**src/hw/lts_pkg.sv**
```systemverilog
package lts_pkg;

    // ------------------------------------------------------------
    // Register offsets on the host port
    // ------------------------------------------------------------
    localparam logic [4:0] MC_OFS = 5'h06;
    localparam logic [4:0] GMR_OFS = 5'h07;
    localparam logic [4:0] ETC_OFS = 5'h10;
    localparam logic [4:0] VINS_OFS = 5'h11;
    localparam logic [4:0] LVST_OFS = 5'h12;
    localparam logic [4:0] RINV_OFS = 5'h13;
    localparam logic [4:0] TINV_OFS = 5'h14;
    localparam logic [4:0] CRC_OFS = 5'h15;
    localparam logic [4:0] GLOBAL_IRQ_STATUS_CTRL_OFS = 5'h1E;

    // ------------------------------------------------------------
    // Field positions and reset values
    // ------------------------------------------------------------
    localparam int MC_PLL_SRC_BIT = 6;
    localparam int GMR_HITLESS_BIT = 0;
    localparam int GMR_JA_LSB = 1;
    localparam int ETC_EN_BIT = 0;
    localparam int ETC_SEL_LSB = 5;
    localparam int GLOBAL_IRQ_STATUS_CTRL_CWE_BIT = 0;
    localparam int CRC_AUX_LSB = 0;
    localparam int CRC_RATE_BIT = 4;
    localparam int CRC_PSEL_LSB = 5;
    localparam logic [7:0] REG_RESET = 8'h00;
    localparam logic [7:0] MC_MASK = 8'h7F;
    localparam logic [7:0] GMR_MASK = 8'h07;
    localparam logic [7:0] ETC_MASK = 8'hE1;
    localparam logic [7:0] GLOBAL_IRQ_STATUS_CTRL_MASK = 8'h03;

    // ------------------------------------------------------------
    // Timing
    // ------------------------------------------------------------
    localparam int VIOL_WINDOW_CYC = 3;

    // ------------------------------------------------------------
    // Carriers
    // ------------------------------------------------------------
    typedef struct packed {
        logic rd;
        logic wr;
        logic [4:0] addr;
        logic [7:0] wdata;
    } lts_host_req_t;

    typedef struct packed {
        logic [7:0] bipolar_violation;
        logic [7:0] code_violation;
        logic [7:0] excess_zero;
        logic [7:0] signal_loss;
    } lts_line_evt_t;

    typedef struct packed {
        logic [7:0] mc;
        logic [7:0] gmr;
        logic [7:0] etc;
        logic [7:0] vins;
        logic [7:0] vins_prev;
        logic [7:0] rinv;
        logic [7:0] tinv;
        logic [7:0] crc;
        logic [7:0] global_irq_status_ctrl;
        logic [7:0] rdata;
        logic clock_edge_select_pin_s1;
        logic clock_edge_select_pin_s2;
        logic oe_s1;
        logic oe_s2;
        logic [7:0] ins_pulse;
        logic [7:0] tester_onehot;
        logic [7:0] rx_fall;
        logic imp_off;
        logic pll_recov;
    } lts_state_t;

    typedef struct packed {
        logic status;
        logic [1:0] hold;
    } lts_latch_state_t;

endpackage

```
**src/hw/lts_viol_latch.sv**
```systemverilog
`timescale 1ns/100ps

// One channel's latched line-violation status bit with its hold-off window
module lts_viol_latch
    import lts_pkg::*;
(
    // Clock and reset
    input wire logic sys_clk,
    input wire logic reset_n,
    // Event and clear
    input wire logic event_in,
    input wire logic clear_in,
    // Status
    output logic status
);

    lts_latch_state_t cur;
    lts_latch_state_t next_cur;
    logic take;

    // ------------------------------------------------------------
    // Next state
    // ------------------------------------------------------------
    // A read during the hold-off does not reopen the window
    always_comb
    begin
        next_cur = cur;
        take = event_in && (cur.hold == 2'h0);
        if (cur.hold != 2'h0)
        begin
            next_cur.hold = cur.hold - 2'h1;
        end
        if (take)
        begin
            next_cur.hold = 2'(VIOL_WINDOW_CYC - 1);
        end
        // Set wins over a clear in the same cycle
        if (take)
        begin
            next_cur.status = 1'b1;
        end
        else if (clear_in)
        begin
            next_cur.status = 1'b0;
        end
    end

    // ------------------------------------------------------------
    // State register
    // ------------------------------------------------------------
    always_ff @(posedge sys_clk or negedge reset_n)
    begin
        if (!reset_n)
        begin
            cur <= '0;
        end
        else
        begin
            cur <= next_cur;
        end
    end

    assign status = cur.status;

endmodule

```
**src/hw/lts_regs.sv**
```systemverilog
`timescale 1ns/100ps

module lts_regs
    import lts_pkg::*;
#(
    parameter int CHANNELS = 8
)
(
    // Clock and reset
    input wire logic sys_clk,
    input wire logic reset_n,
    // Host port, already on sys_clk
    input wire lts_host_req_t host_req,
    output logic [7:0] host_rdata,
    // Line events from the channel decoders
    input wire lts_line_evt_t line_evt,
    // Line mode straps
    input wire logic rail_mode_dual,
    input wire logic line_code_hdb3,
    input wire logic excess_zero_detect_enable,
    input wire logic code_violation_detect_off,
    // Device pins, asynchronous
    input wire logic clock_edge_select_pin,
    input wire logic output_enable_pin,
    // Line unit controls
    output logic [1:0] jitter_bandwidth_code,
    output logic impedance_match_off,
    output logic tester_enable,
    output logic [2:0] tester_channel_select,
    output logic [7:0] tester_channel_onehot,
    output logic [7:0] violation_insert_pulse,
    output logic [7:0] line_violation_status,
    // Clock edge controls
    output logic [7:0] rx_data_on_falling,
    output logic [7:0] tx_data_on_rising,
    // Clock routing
    output logic pll_use_recovered,
    output logic [2:0] pll_reference_select,
    output logic line_rate_clock_select,
    output logic [3:0] aux_clock_select
);

    lts_state_t cur;
    lts_state_t next_cur;
    logic [7:0] viol_event;
    logic [7:0] viol_clear;
    logic [7:0] lv_status;
    logic wr_hit_lvst;
    logic rd_hit_lvst;
    logic clear_by_write_enable;

    // ------------------------------------------------------------
    // Violation qualification
    // ------------------------------------------------------------
    // Code violations and excess zeros only matter in single-rail
    always_comb
    begin
        viol_event = line_evt.bipolar_violation;
        if (!rail_mode_dual)
        begin
            if (line_code_hdb3 && !code_violation_detect_off)
            begin
                viol_event = viol_event | line_evt.code_violation;
            end
            if (excess_zero_detect_enable)
            begin
                viol_event = viol_event | line_evt.excess_zero;
            end
        end
    end

    // ------------------------------------------------------------
    // Status clear decode
    // ------------------------------------------------------------
    // Clear-on-write takes only the bits written as one
    assign clear_by_write_enable = cur.global_irq_status_ctrl[GLOBAL_IRQ_STATUS_CTRL_CWE_BIT];
    assign wr_hit_lvst = host_req.wr && (host_req.addr == LVST_OFS);
    assign rd_hit_lvst = host_req.rd && (host_req.addr == LVST_OFS);

    always_comb
    begin
        viol_clear = 8'h00;
        if (clear_by_write_enable && wr_hit_lvst)
        begin
            viol_clear = host_req.wdata;
        end
        else if (!clear_by_write_enable && rd_hit_lvst)
        begin
            viol_clear = 8'hFF;
        end
    end

    // ------------------------------------------------------------
    // Per-channel status latches
    // ------------------------------------------------------------
    genvar ch;
    generate
        for (ch = 0; ch < CHANNELS; ch++)
        begin : g_lat
            lts_viol_latch u_lat
            (
                .sys_clk(sys_clk),
                .reset_n(reset_n),
                .event_in(viol_event[ch]),
                .clear_in(viol_clear[ch]),
                .status(lv_status[ch])
            );
        end
    endgenerate

    // ------------------------------------------------------------
    // Next state
    // ------------------------------------------------------------
    always_comb
    begin
        next_cur = cur;

        // Pins pass two flops before use
        next_cur.clock_edge_select_pin_s1 = clock_edge_select_pin;
        next_cur.clock_edge_select_pin_s2 = cur.clock_edge_select_pin_s1;
        next_cur.oe_s1 = output_enable_pin;
        next_cur.oe_s2 = cur.oe_s1;

        // Register writes; reserved bits stay zero
        if (host_req.wr)
        begin
            case (host_req.addr)
                MC_OFS:
                begin
                    next_cur.mc = host_req.wdata & MC_MASK;
                end
                GMR_OFS:
                begin
                    next_cur.gmr = host_req.wdata & GMR_MASK;
                end
                ETC_OFS:
                begin
                    next_cur.etc = host_req.wdata & ETC_MASK;
                end
                VINS_OFS:
                begin
                    next_cur.vins = host_req.wdata;
                end
                RINV_OFS:
                begin
                    next_cur.rinv = host_req.wdata;
                end
                TINV_OFS:
                begin
                    next_cur.tinv = host_req.wdata;
                end
                CRC_OFS:
                begin
                    next_cur.crc = host_req.wdata;
                end
                GLOBAL_IRQ_STATUS_CTRL_OFS:
                begin
                    next_cur.global_irq_status_ctrl = host_req.wdata & GLOBAL_IRQ_STATUS_CTRL_MASK;
                end
                default:
                begin
                    next_cur.mc = cur.mc;
                end
            endcase
        end

        // Register reads; unmapped addresses return zero
        if (host_req.rd)
        begin
            case (host_req.addr)
                MC_OFS: next_cur.rdata = cur.mc;
                GMR_OFS: next_cur.rdata = cur.gmr;
                ETC_OFS: next_cur.rdata = cur.etc;
                VINS_OFS: next_cur.rdata = cur.vins;
                LVST_OFS: next_cur.rdata = lv_status;
                RINV_OFS: next_cur.rdata = cur.rinv;
                TINV_OFS: next_cur.rdata = cur.tinv;
                CRC_OFS: next_cur.rdata = cur.crc;
                GLOBAL_IRQ_STATUS_CTRL_OFS: next_cur.rdata = cur.global_irq_status_ctrl;
                default: next_cur.rdata = 8'h00;
            endcase
        end

        // One violation per 0-to-1 step of an insert bit
        next_cur.vins_prev = cur.vins;
        next_cur.ins_pulse = cur.vins & ~cur.vins_prev;

        // Only one channel at a time, and none while disabled
        next_cur.tester_onehot = 8'h00;
        if (cur.etc[ETC_EN_BIT])
        begin
            next_cur.tester_onehot[cur.etc[ETC_SEL_LSB +: 3]] = 1'b1;
        end

        // Edge pin overrides the per-channel invert bits
        next_cur.rx_fall = cur.rinv | {8{cur.clock_edge_select_pin_s2}};

        // Matching off only while the enable pin is low
        next_cur.imp_off = cur.gmr[GMR_HITLESS_BIT] && !cur.oe_s2;

        // Loss on the chosen channel reverts the PLL to master clock
        next_cur.pll_recov = cur.mc[MC_PLL_SRC_BIT]
            && !line_evt.signal_loss[cur.crc[CRC_PSEL_LSB +: 3]];
    end

    // ------------------------------------------------------------
    // State register
    // ------------------------------------------------------------
    always_ff @(posedge sys_clk or negedge reset_n)
    begin
        if (!reset_n)
        begin
            cur <= '0;
        end
        else
        begin
            cur <= next_cur;
        end
    end

    // ------------------------------------------------------------
    // Outputs
    // ------------------------------------------------------------
    // All straight from flops, so no glitches reach the line units
    assign host_rdata = cur.rdata;
    assign jitter_bandwidth_code = cur.gmr[GMR_JA_LSB +: 2];
    assign impedance_match_off = cur.imp_off;
    assign tester_enable = cur.etc[ETC_EN_BIT];
    assign tester_channel_select = cur.etc[ETC_SEL_LSB +: 3];
    assign tester_channel_onehot = cur.tester_onehot;
    assign violation_insert_pulse = cur.ins_pulse;
    assign line_violation_status = lv_status;
    assign rx_data_on_falling = cur.rx_fall;
    assign tx_data_on_rising = cur.tinv;
    assign pll_use_recovered = cur.pll_recov;
    assign pll_reference_select = cur.crc[CRC_PSEL_LSB +: 3];
    assign line_rate_clock_select = cur.crc[CRC_RATE_BIT];
    assign aux_clock_select = cur.crc[CRC_AUX_LSB +: 4];

endmodule

```
**config.mk**
```make
export PLATFORM = sky130hd
export DESIGN_NAME = lts_regs
export DESIGN_NICKNAME = d
export VERILOG_FILES = /design/src/hw/lts_pkg.sv /design/src/hw/lts_viol_latch.sv /design/src/hw/lts_regs.sv
export SDC_FILE = /design/constraint.sdc
export NUM_CORES = 1
export LEC_CHECK = 0
export ABC_CLOCK_PERIOD_IN_PS = 1600
export BUFFER_PORTS_ARGS = -buffer_cell sky130_fd_sc_hd__buf_2
export CAP_MARGIN = 10
export CORE_ASPECT_RATIO = 0.5
export CORE_MARGIN = 4
export CORE_UTILIZATION = 55
export CTS_CLUSTER_SIZE = 16
export DETAILED_ROUTE_END_ITERATION = 7
export PLACE_DENSITY = 0.8
export SYNTH_ARGS = -nofsm -noshare
export SYNTH_HDL_FRONTEND = slang
export SYNTH_HIERARCHICAL = 1
export SYNTH_SLANG_ARGS = --single-unit
```
**constraint.sdc**
```tcl
create_clock -name sys_clk -period 1.6 [get_ports sys_clk]
set_input_delay 0.08 -clock sys_clk [delete_from_list [all_inputs] [get_ports sys_clk]]
set_output_delay 0.08 -clock sys_clk [all_outputs]
set_load 0.01 [all_outputs]
```
* Yosys cells after proc, flatten, opt, wreduce, memory -nomap -nowiden
Cells that the tools add are included.
Word-level totals: bits in registers 118, bits in latches 0, bits in writable memories 0, ROM bits 0, input bits 55, output and inout port bits 64, word-level logic and storage cells 164, memories 0
Operators by class: $add $sub $neg 8, multiply operators 0, div/mod/pow operators 0, $lt $le $gt $ge 3, equal/unequal tests 9, shifts and indexed selects 0, multiplexer cells 44, bitwise gates (word level) 5, reductions and logical operators 60
Operators with widths (count):
- 8-bit one-hot mux with 9 select lines | 1
- 8-bit two-way mux | 7
- 2-bit nonzero test | 24
- 5-bit equality test (second input constant) | 7
- 2-bit two-way mux | 16
- 8-bit bitwise OR | 3
- 1-bit two-way mux | 18
- 1-bit logical AND | 16
- 2-bit logical NOT | 8
- 2-bit AND reduction | 8
- 2-bit by 1-bit subtractor with 2-bit output (second input constant) | 8
- 5-bit by 3-bit equality test with 1-bit output (second input constant) | 2
- 8-bit AND | 1
- 3-bit by 4-bit < comparator with 1-bit output (second input constant) | 2
- 8-bit inverter | 1
- 1-bit logical NOT | 4
- 1-bit binary-select mux with 3-bit select | 1
- 1-bit demux with 3-bit select | 1
- 3-bit by 1-bit >= comparator with 1-bit output (second input constant) | 1

* Longest topological paths before layout
depth in word-level cells 9, gate-level depth with buffers 6, mapped depth without buffers 5

* By module
Netlist, hierarchy kept.
By module, submodules not included:
- lts_regs | times used 1, cells an instance 377, area an instance 4590.7 µm², sequential area each 2352.3 µm²
- lts_viol_latch | times used 8, cells an instance 12, area an instance 141.4 µm², sequential area each 75.1 µm²

* Worst setup path before layout
Ideal clock, no wire load.
path type reg2reg, start register cur (netlist bit tester_channel_select[1]), end register cur (netlist bit host_rdata[6]), setup time 0.127 ns, data arrival time 1.174 ns, required time 1.473 ns, setup slack 0.299 ns, cell stages (with the launch flop) 4, path buffers 0, period minus slack after synthesis 1.301 ns, cells stage by stage dfrtp_1 -> mux4_2 -> a221oi_1 -> o2bb2ai_1
Between the ends: word-level cells in the longest chain between the ends 1
Ends and longest elaborated chain:
- from (decl) | line lts_regs.sv:43 | lts_state_t cur;
- from (signal assigned) | line lts_regs.sv:217 | cur <= next_cur;
- 8-bit one-hot mux with 9 select lines | line lts_regs.sv:170 | case (host_req.addr)
Every way passes these cells. A chain may end at the register's enable or synchronous reset.

* Worst setup path in the final report
start register g_lat[6].u_lat.cur (netlist bit g_lat[6].u_lat/status), end register cur (netlist bit host_rdata[6])
Between the ends: word-level cells in the longest chain between the ends 1
Ends and longest elaborated chain:
- from (decl) | line lts_viol_latch.sv:17 | lts_latch_state_t cur;
- from (signal assigned) | line lts_viol_latch.sv:59 | cur <= next_cur;
- 8-bit one-hot mux with 9 select lines | line lts_regs.sv:170
Every way passes these cells.

==> results.json <==
{
  "syn-cell-area_mm2": 0.00572,
  "grt_use_total": 0.234,
  "total_of_cells_resized_after_clock_tree_synthesis": 0,
  "timing.critical_path.required_ns": 1.88,
  "layout.nets": 623,
  "die_area_mm2": 0.0122,
  "dominantRegCellSynth": "dfrtp_1",
  "globalRoute.totalOverflow": 0,
  "post_drt_via_cell_ratio": 5.48,
  "portBuffers": 118,
  "pwr_density_cell_mw_per_mm2": 1510,
  "fraction_of_layout_instances_using_a_drive_strength_above_1": 0.387,
  "distinct_cell_type_count_of_the_synthesized_netlist": 56,
  "total_number_of_yosys_warnings": 6,
  "area.growth.synth_to_final_pct": 19.0,
  "die_height_um": 80.1,
  "endpoint_kind": "flip-flop",
  "fillCellCount": 703,
  "async_flop_share": 1.00,
  "stdcell_count": 708,
  "grt_pass1_vias": 3976,
  "postSynthNetCount": 536,
  "antenna_found_initial": 0,
  "tritoncts_num_sinks": 118,
  "grt_setup_unrepaired": "false",
  "clock_tree.htree_level_count": 4,
  "netlist.area_leader.share": 0.516,
  "status": "finished clean",
  "hpwl_mm": 9.53,
  "die_x_um": 152,
  "post-route-period-util": 0.876,
  "tightestPinTransition_ns": 0.398,
  "cp.arrival_ns": 1.68,
  "vdd_ir_drop_max_uv": 854,
  "placement.cell_area_mm2": 0.00613,
  "synth_cells": 473,
  "clock-skew-final_ns": 0.00504,
  "postRouteWirelength_mm": 13.5,
  "ys_seq_elements": 118,
  "clk_root_buffer_cell": "clkbuf_16",
  "most_used_cells_in_the_layout_excluding_fill_and_tap_cells": "118 x dfrtp_1, 117 x buf_2, 28 x mux2i_1, 26 x inv_1, 24 x nand2_1",
  "final_weighted_congestion_in_routability_driven_placement": 0.924,
  "post_drt_wl_per_cell_um": 19.0,
  "fmax_mhz": 713,
  "grt_start_max_net_pins": 58,
  "power.static_leakage_nw": 3.44,
  "yosys-top-cells-area": "dfrtp_1 52%, buf_4 7.0%, mux2i_1 4.9%",
  "worstSetupPathType": "flip-flop to flip-flop",
  "setup_tns_ns": 0,
  "cts_max_path_buffers": 2,
  "clock_latency_ns": 0.41,
  "grt_pass1_wl_mm": 21.7,
  "floorplan.initialDensity": 0.584,
  "synth-edff-count": 0,
  "critPathMaxFanout": 3,
  "layout.cells.most_common": "dfrtp_1",
  "dp.cells": 672,
  "timing.max_cap.violations": 0,
  "timing.critical_path.from_type": "flip-flop",
  "top_level_ports": 119,
  "stdcell_area_mm2": 0.00681,
  "routed-via-count": 3878,
  "core_area_mm2": 0.00979,
  "fin_crit_ns": 1.40,
  "synth_largest_area_cell": "dfrtp_1",
  "dr_pass1_iterations": 5,
  "timing.hold.ws_ns": 0.0265,
  "cts_tree": "built",
  "final_antenna_net_count": 0,
  "final-max-slew-violation-count": 0,
  "route.detailed.drc": 0,
  "cts.clk_slew.worst_paths_ns": 0.06,
  "synth-seq-area-share": 0.516,
  "numCtsBuffers": 17,
  "row_count": 25,
  "drt-initial-drc-count": 285,
  "n_antenna_cell": 0,
  "setup-violations-final": 0,
  "count_of_endpoints_failing_hold_in_the_final_timing_report": 0,
  "synth.avg_cell_area_um2": 12.1,
  "hold_path_class": "input port to flip-flop",
  "relative_slew_margins": 0.734
}
-- critical path, stage by stage, from the launching register on --
cell	delay (ns)
dfrtp_1	0.43
mux4_2	0.49
a221oi_1	0.26
o2bb2ai_1	0.09
-- metal layers --
metal  part of all wire  global-route usage  vias to the layer above
li1                   -                   -                     1765
met1               0.43               0.302                     1929
met2               0.48               0.386                      155
met3              0.067              0.0587                       29
met4              0.020              0.0915                        0
met5                  0                   0                        -
-- logic make-up (layout without fill, tap and decap cells) --
kind of cell             count (synthesis)  in the layout  share of synthesized area
multiplexers                            81             81                      0.164
buffers and inverters                   93            193                      0.101
flip-flops                             118            118                      0.516
adder cells (fa/ha/maj)                  8              8                     0.0175
AND/OR/NAND/NOR                        114            114                      0.127
AO/OA/AOI/OAI                           59             59                     0.0743
-- per-stage QoR --
stage / total power, mW / worst slack, ns / utilization
finish: 10.3 / 0.198 / 0.696
floorplan: 5.59 / 0.299 / -
detailed placement: 6.16 / 0.0633 / 0.626
global placement: 6.02 / 0.102 / 0.626
CTS: 10.3 / 0.184 / 0.696
global route: 10.8 / 0.159 / 0.696
-- power breakdown --
group / switching, mW / internal [mW]
clock network: 1.35 / 2.80
registers: 0.433 / 3.62
logic: 1.05 / 1.00
-- cell type report --
| type | count | area, µm² | share of cell area |
|---|---|---|---|
| Clock buffer | 19 | 443 | 0.0650 |
| Clock inverter | 13 | 203 | 0.0298 |
| Inverter | 26 | 97.6 | 0.0143 |
| Multi-Input combinational cell | 262 | 2190 | 0.322 |
| Sequential cell | 118 | 2950 | 0.434 |
| Tap cell | 135 | 169 | 0.0248 |
| Timing Repair Buffer | 135 | 756 | 0.111 |
-- sequential cells by signal, summed over array words and instances (netlist names) --
signal / cells
g_lat.u_lat/status: 8
pll_reference_select: 3
jitter_bandwidth_code: 2
impedance_match_off: 1
g_lat.u_lat/cur: 16
pll_use_recovered: 1
tester_channel_onehot: 8
line_rate_clock_select: 1
aux_clock_select: 4
host_rdata: 8
clear_by_write_enable: 1
tx_data_on_rising: 8
violation_insert_pulse: 8
tester_channel_select: 3
cur: 37
rx_data_on_falling: 8
tester_enable: 1
-- synth_stat cells (9+ instances only) --
library cell  instances
mux2i_1              28
nor2_1               12
mux2_2               23
nor2b_1              13
o21ai_0               9
nand2_1              24
dfrtp_1             118
buf_4                53
a21oi_1               9
nand2b_1              9
inv_1                26
mux2_1               22
-- path summary, 6_finish.rpt --
kind | startpoint | to | slack (ns) | depth (start not counted)
worst max-delay path | g_lat[6].u_lat/status | host_rdata[6] | 0.20 | 3
worst min-delay path | host_req[14] | host_rdata[5] | 0.03 | 2
worst max register to register | g_lat[6].u_lat/status | host_rdata[6] | 0.20 | 3
worst min register to register | cur[29] | cur[28] | 0.35 | 0
min in group asynchronous | reset_n | g_lat[3].u_lat/cur[0] | 0.07 | 2
max in group asynchronous | reset_n | cur[82] | 0.98 | 3
-- what timing repair did --
action	4_1_cts	5_1_grt
hold endpoints to repair	122	0
endpoints found under the setup margin	0	0
buffers inserted	0	0
hold buffers	4	0
Power figures use the tool's default switching activity.
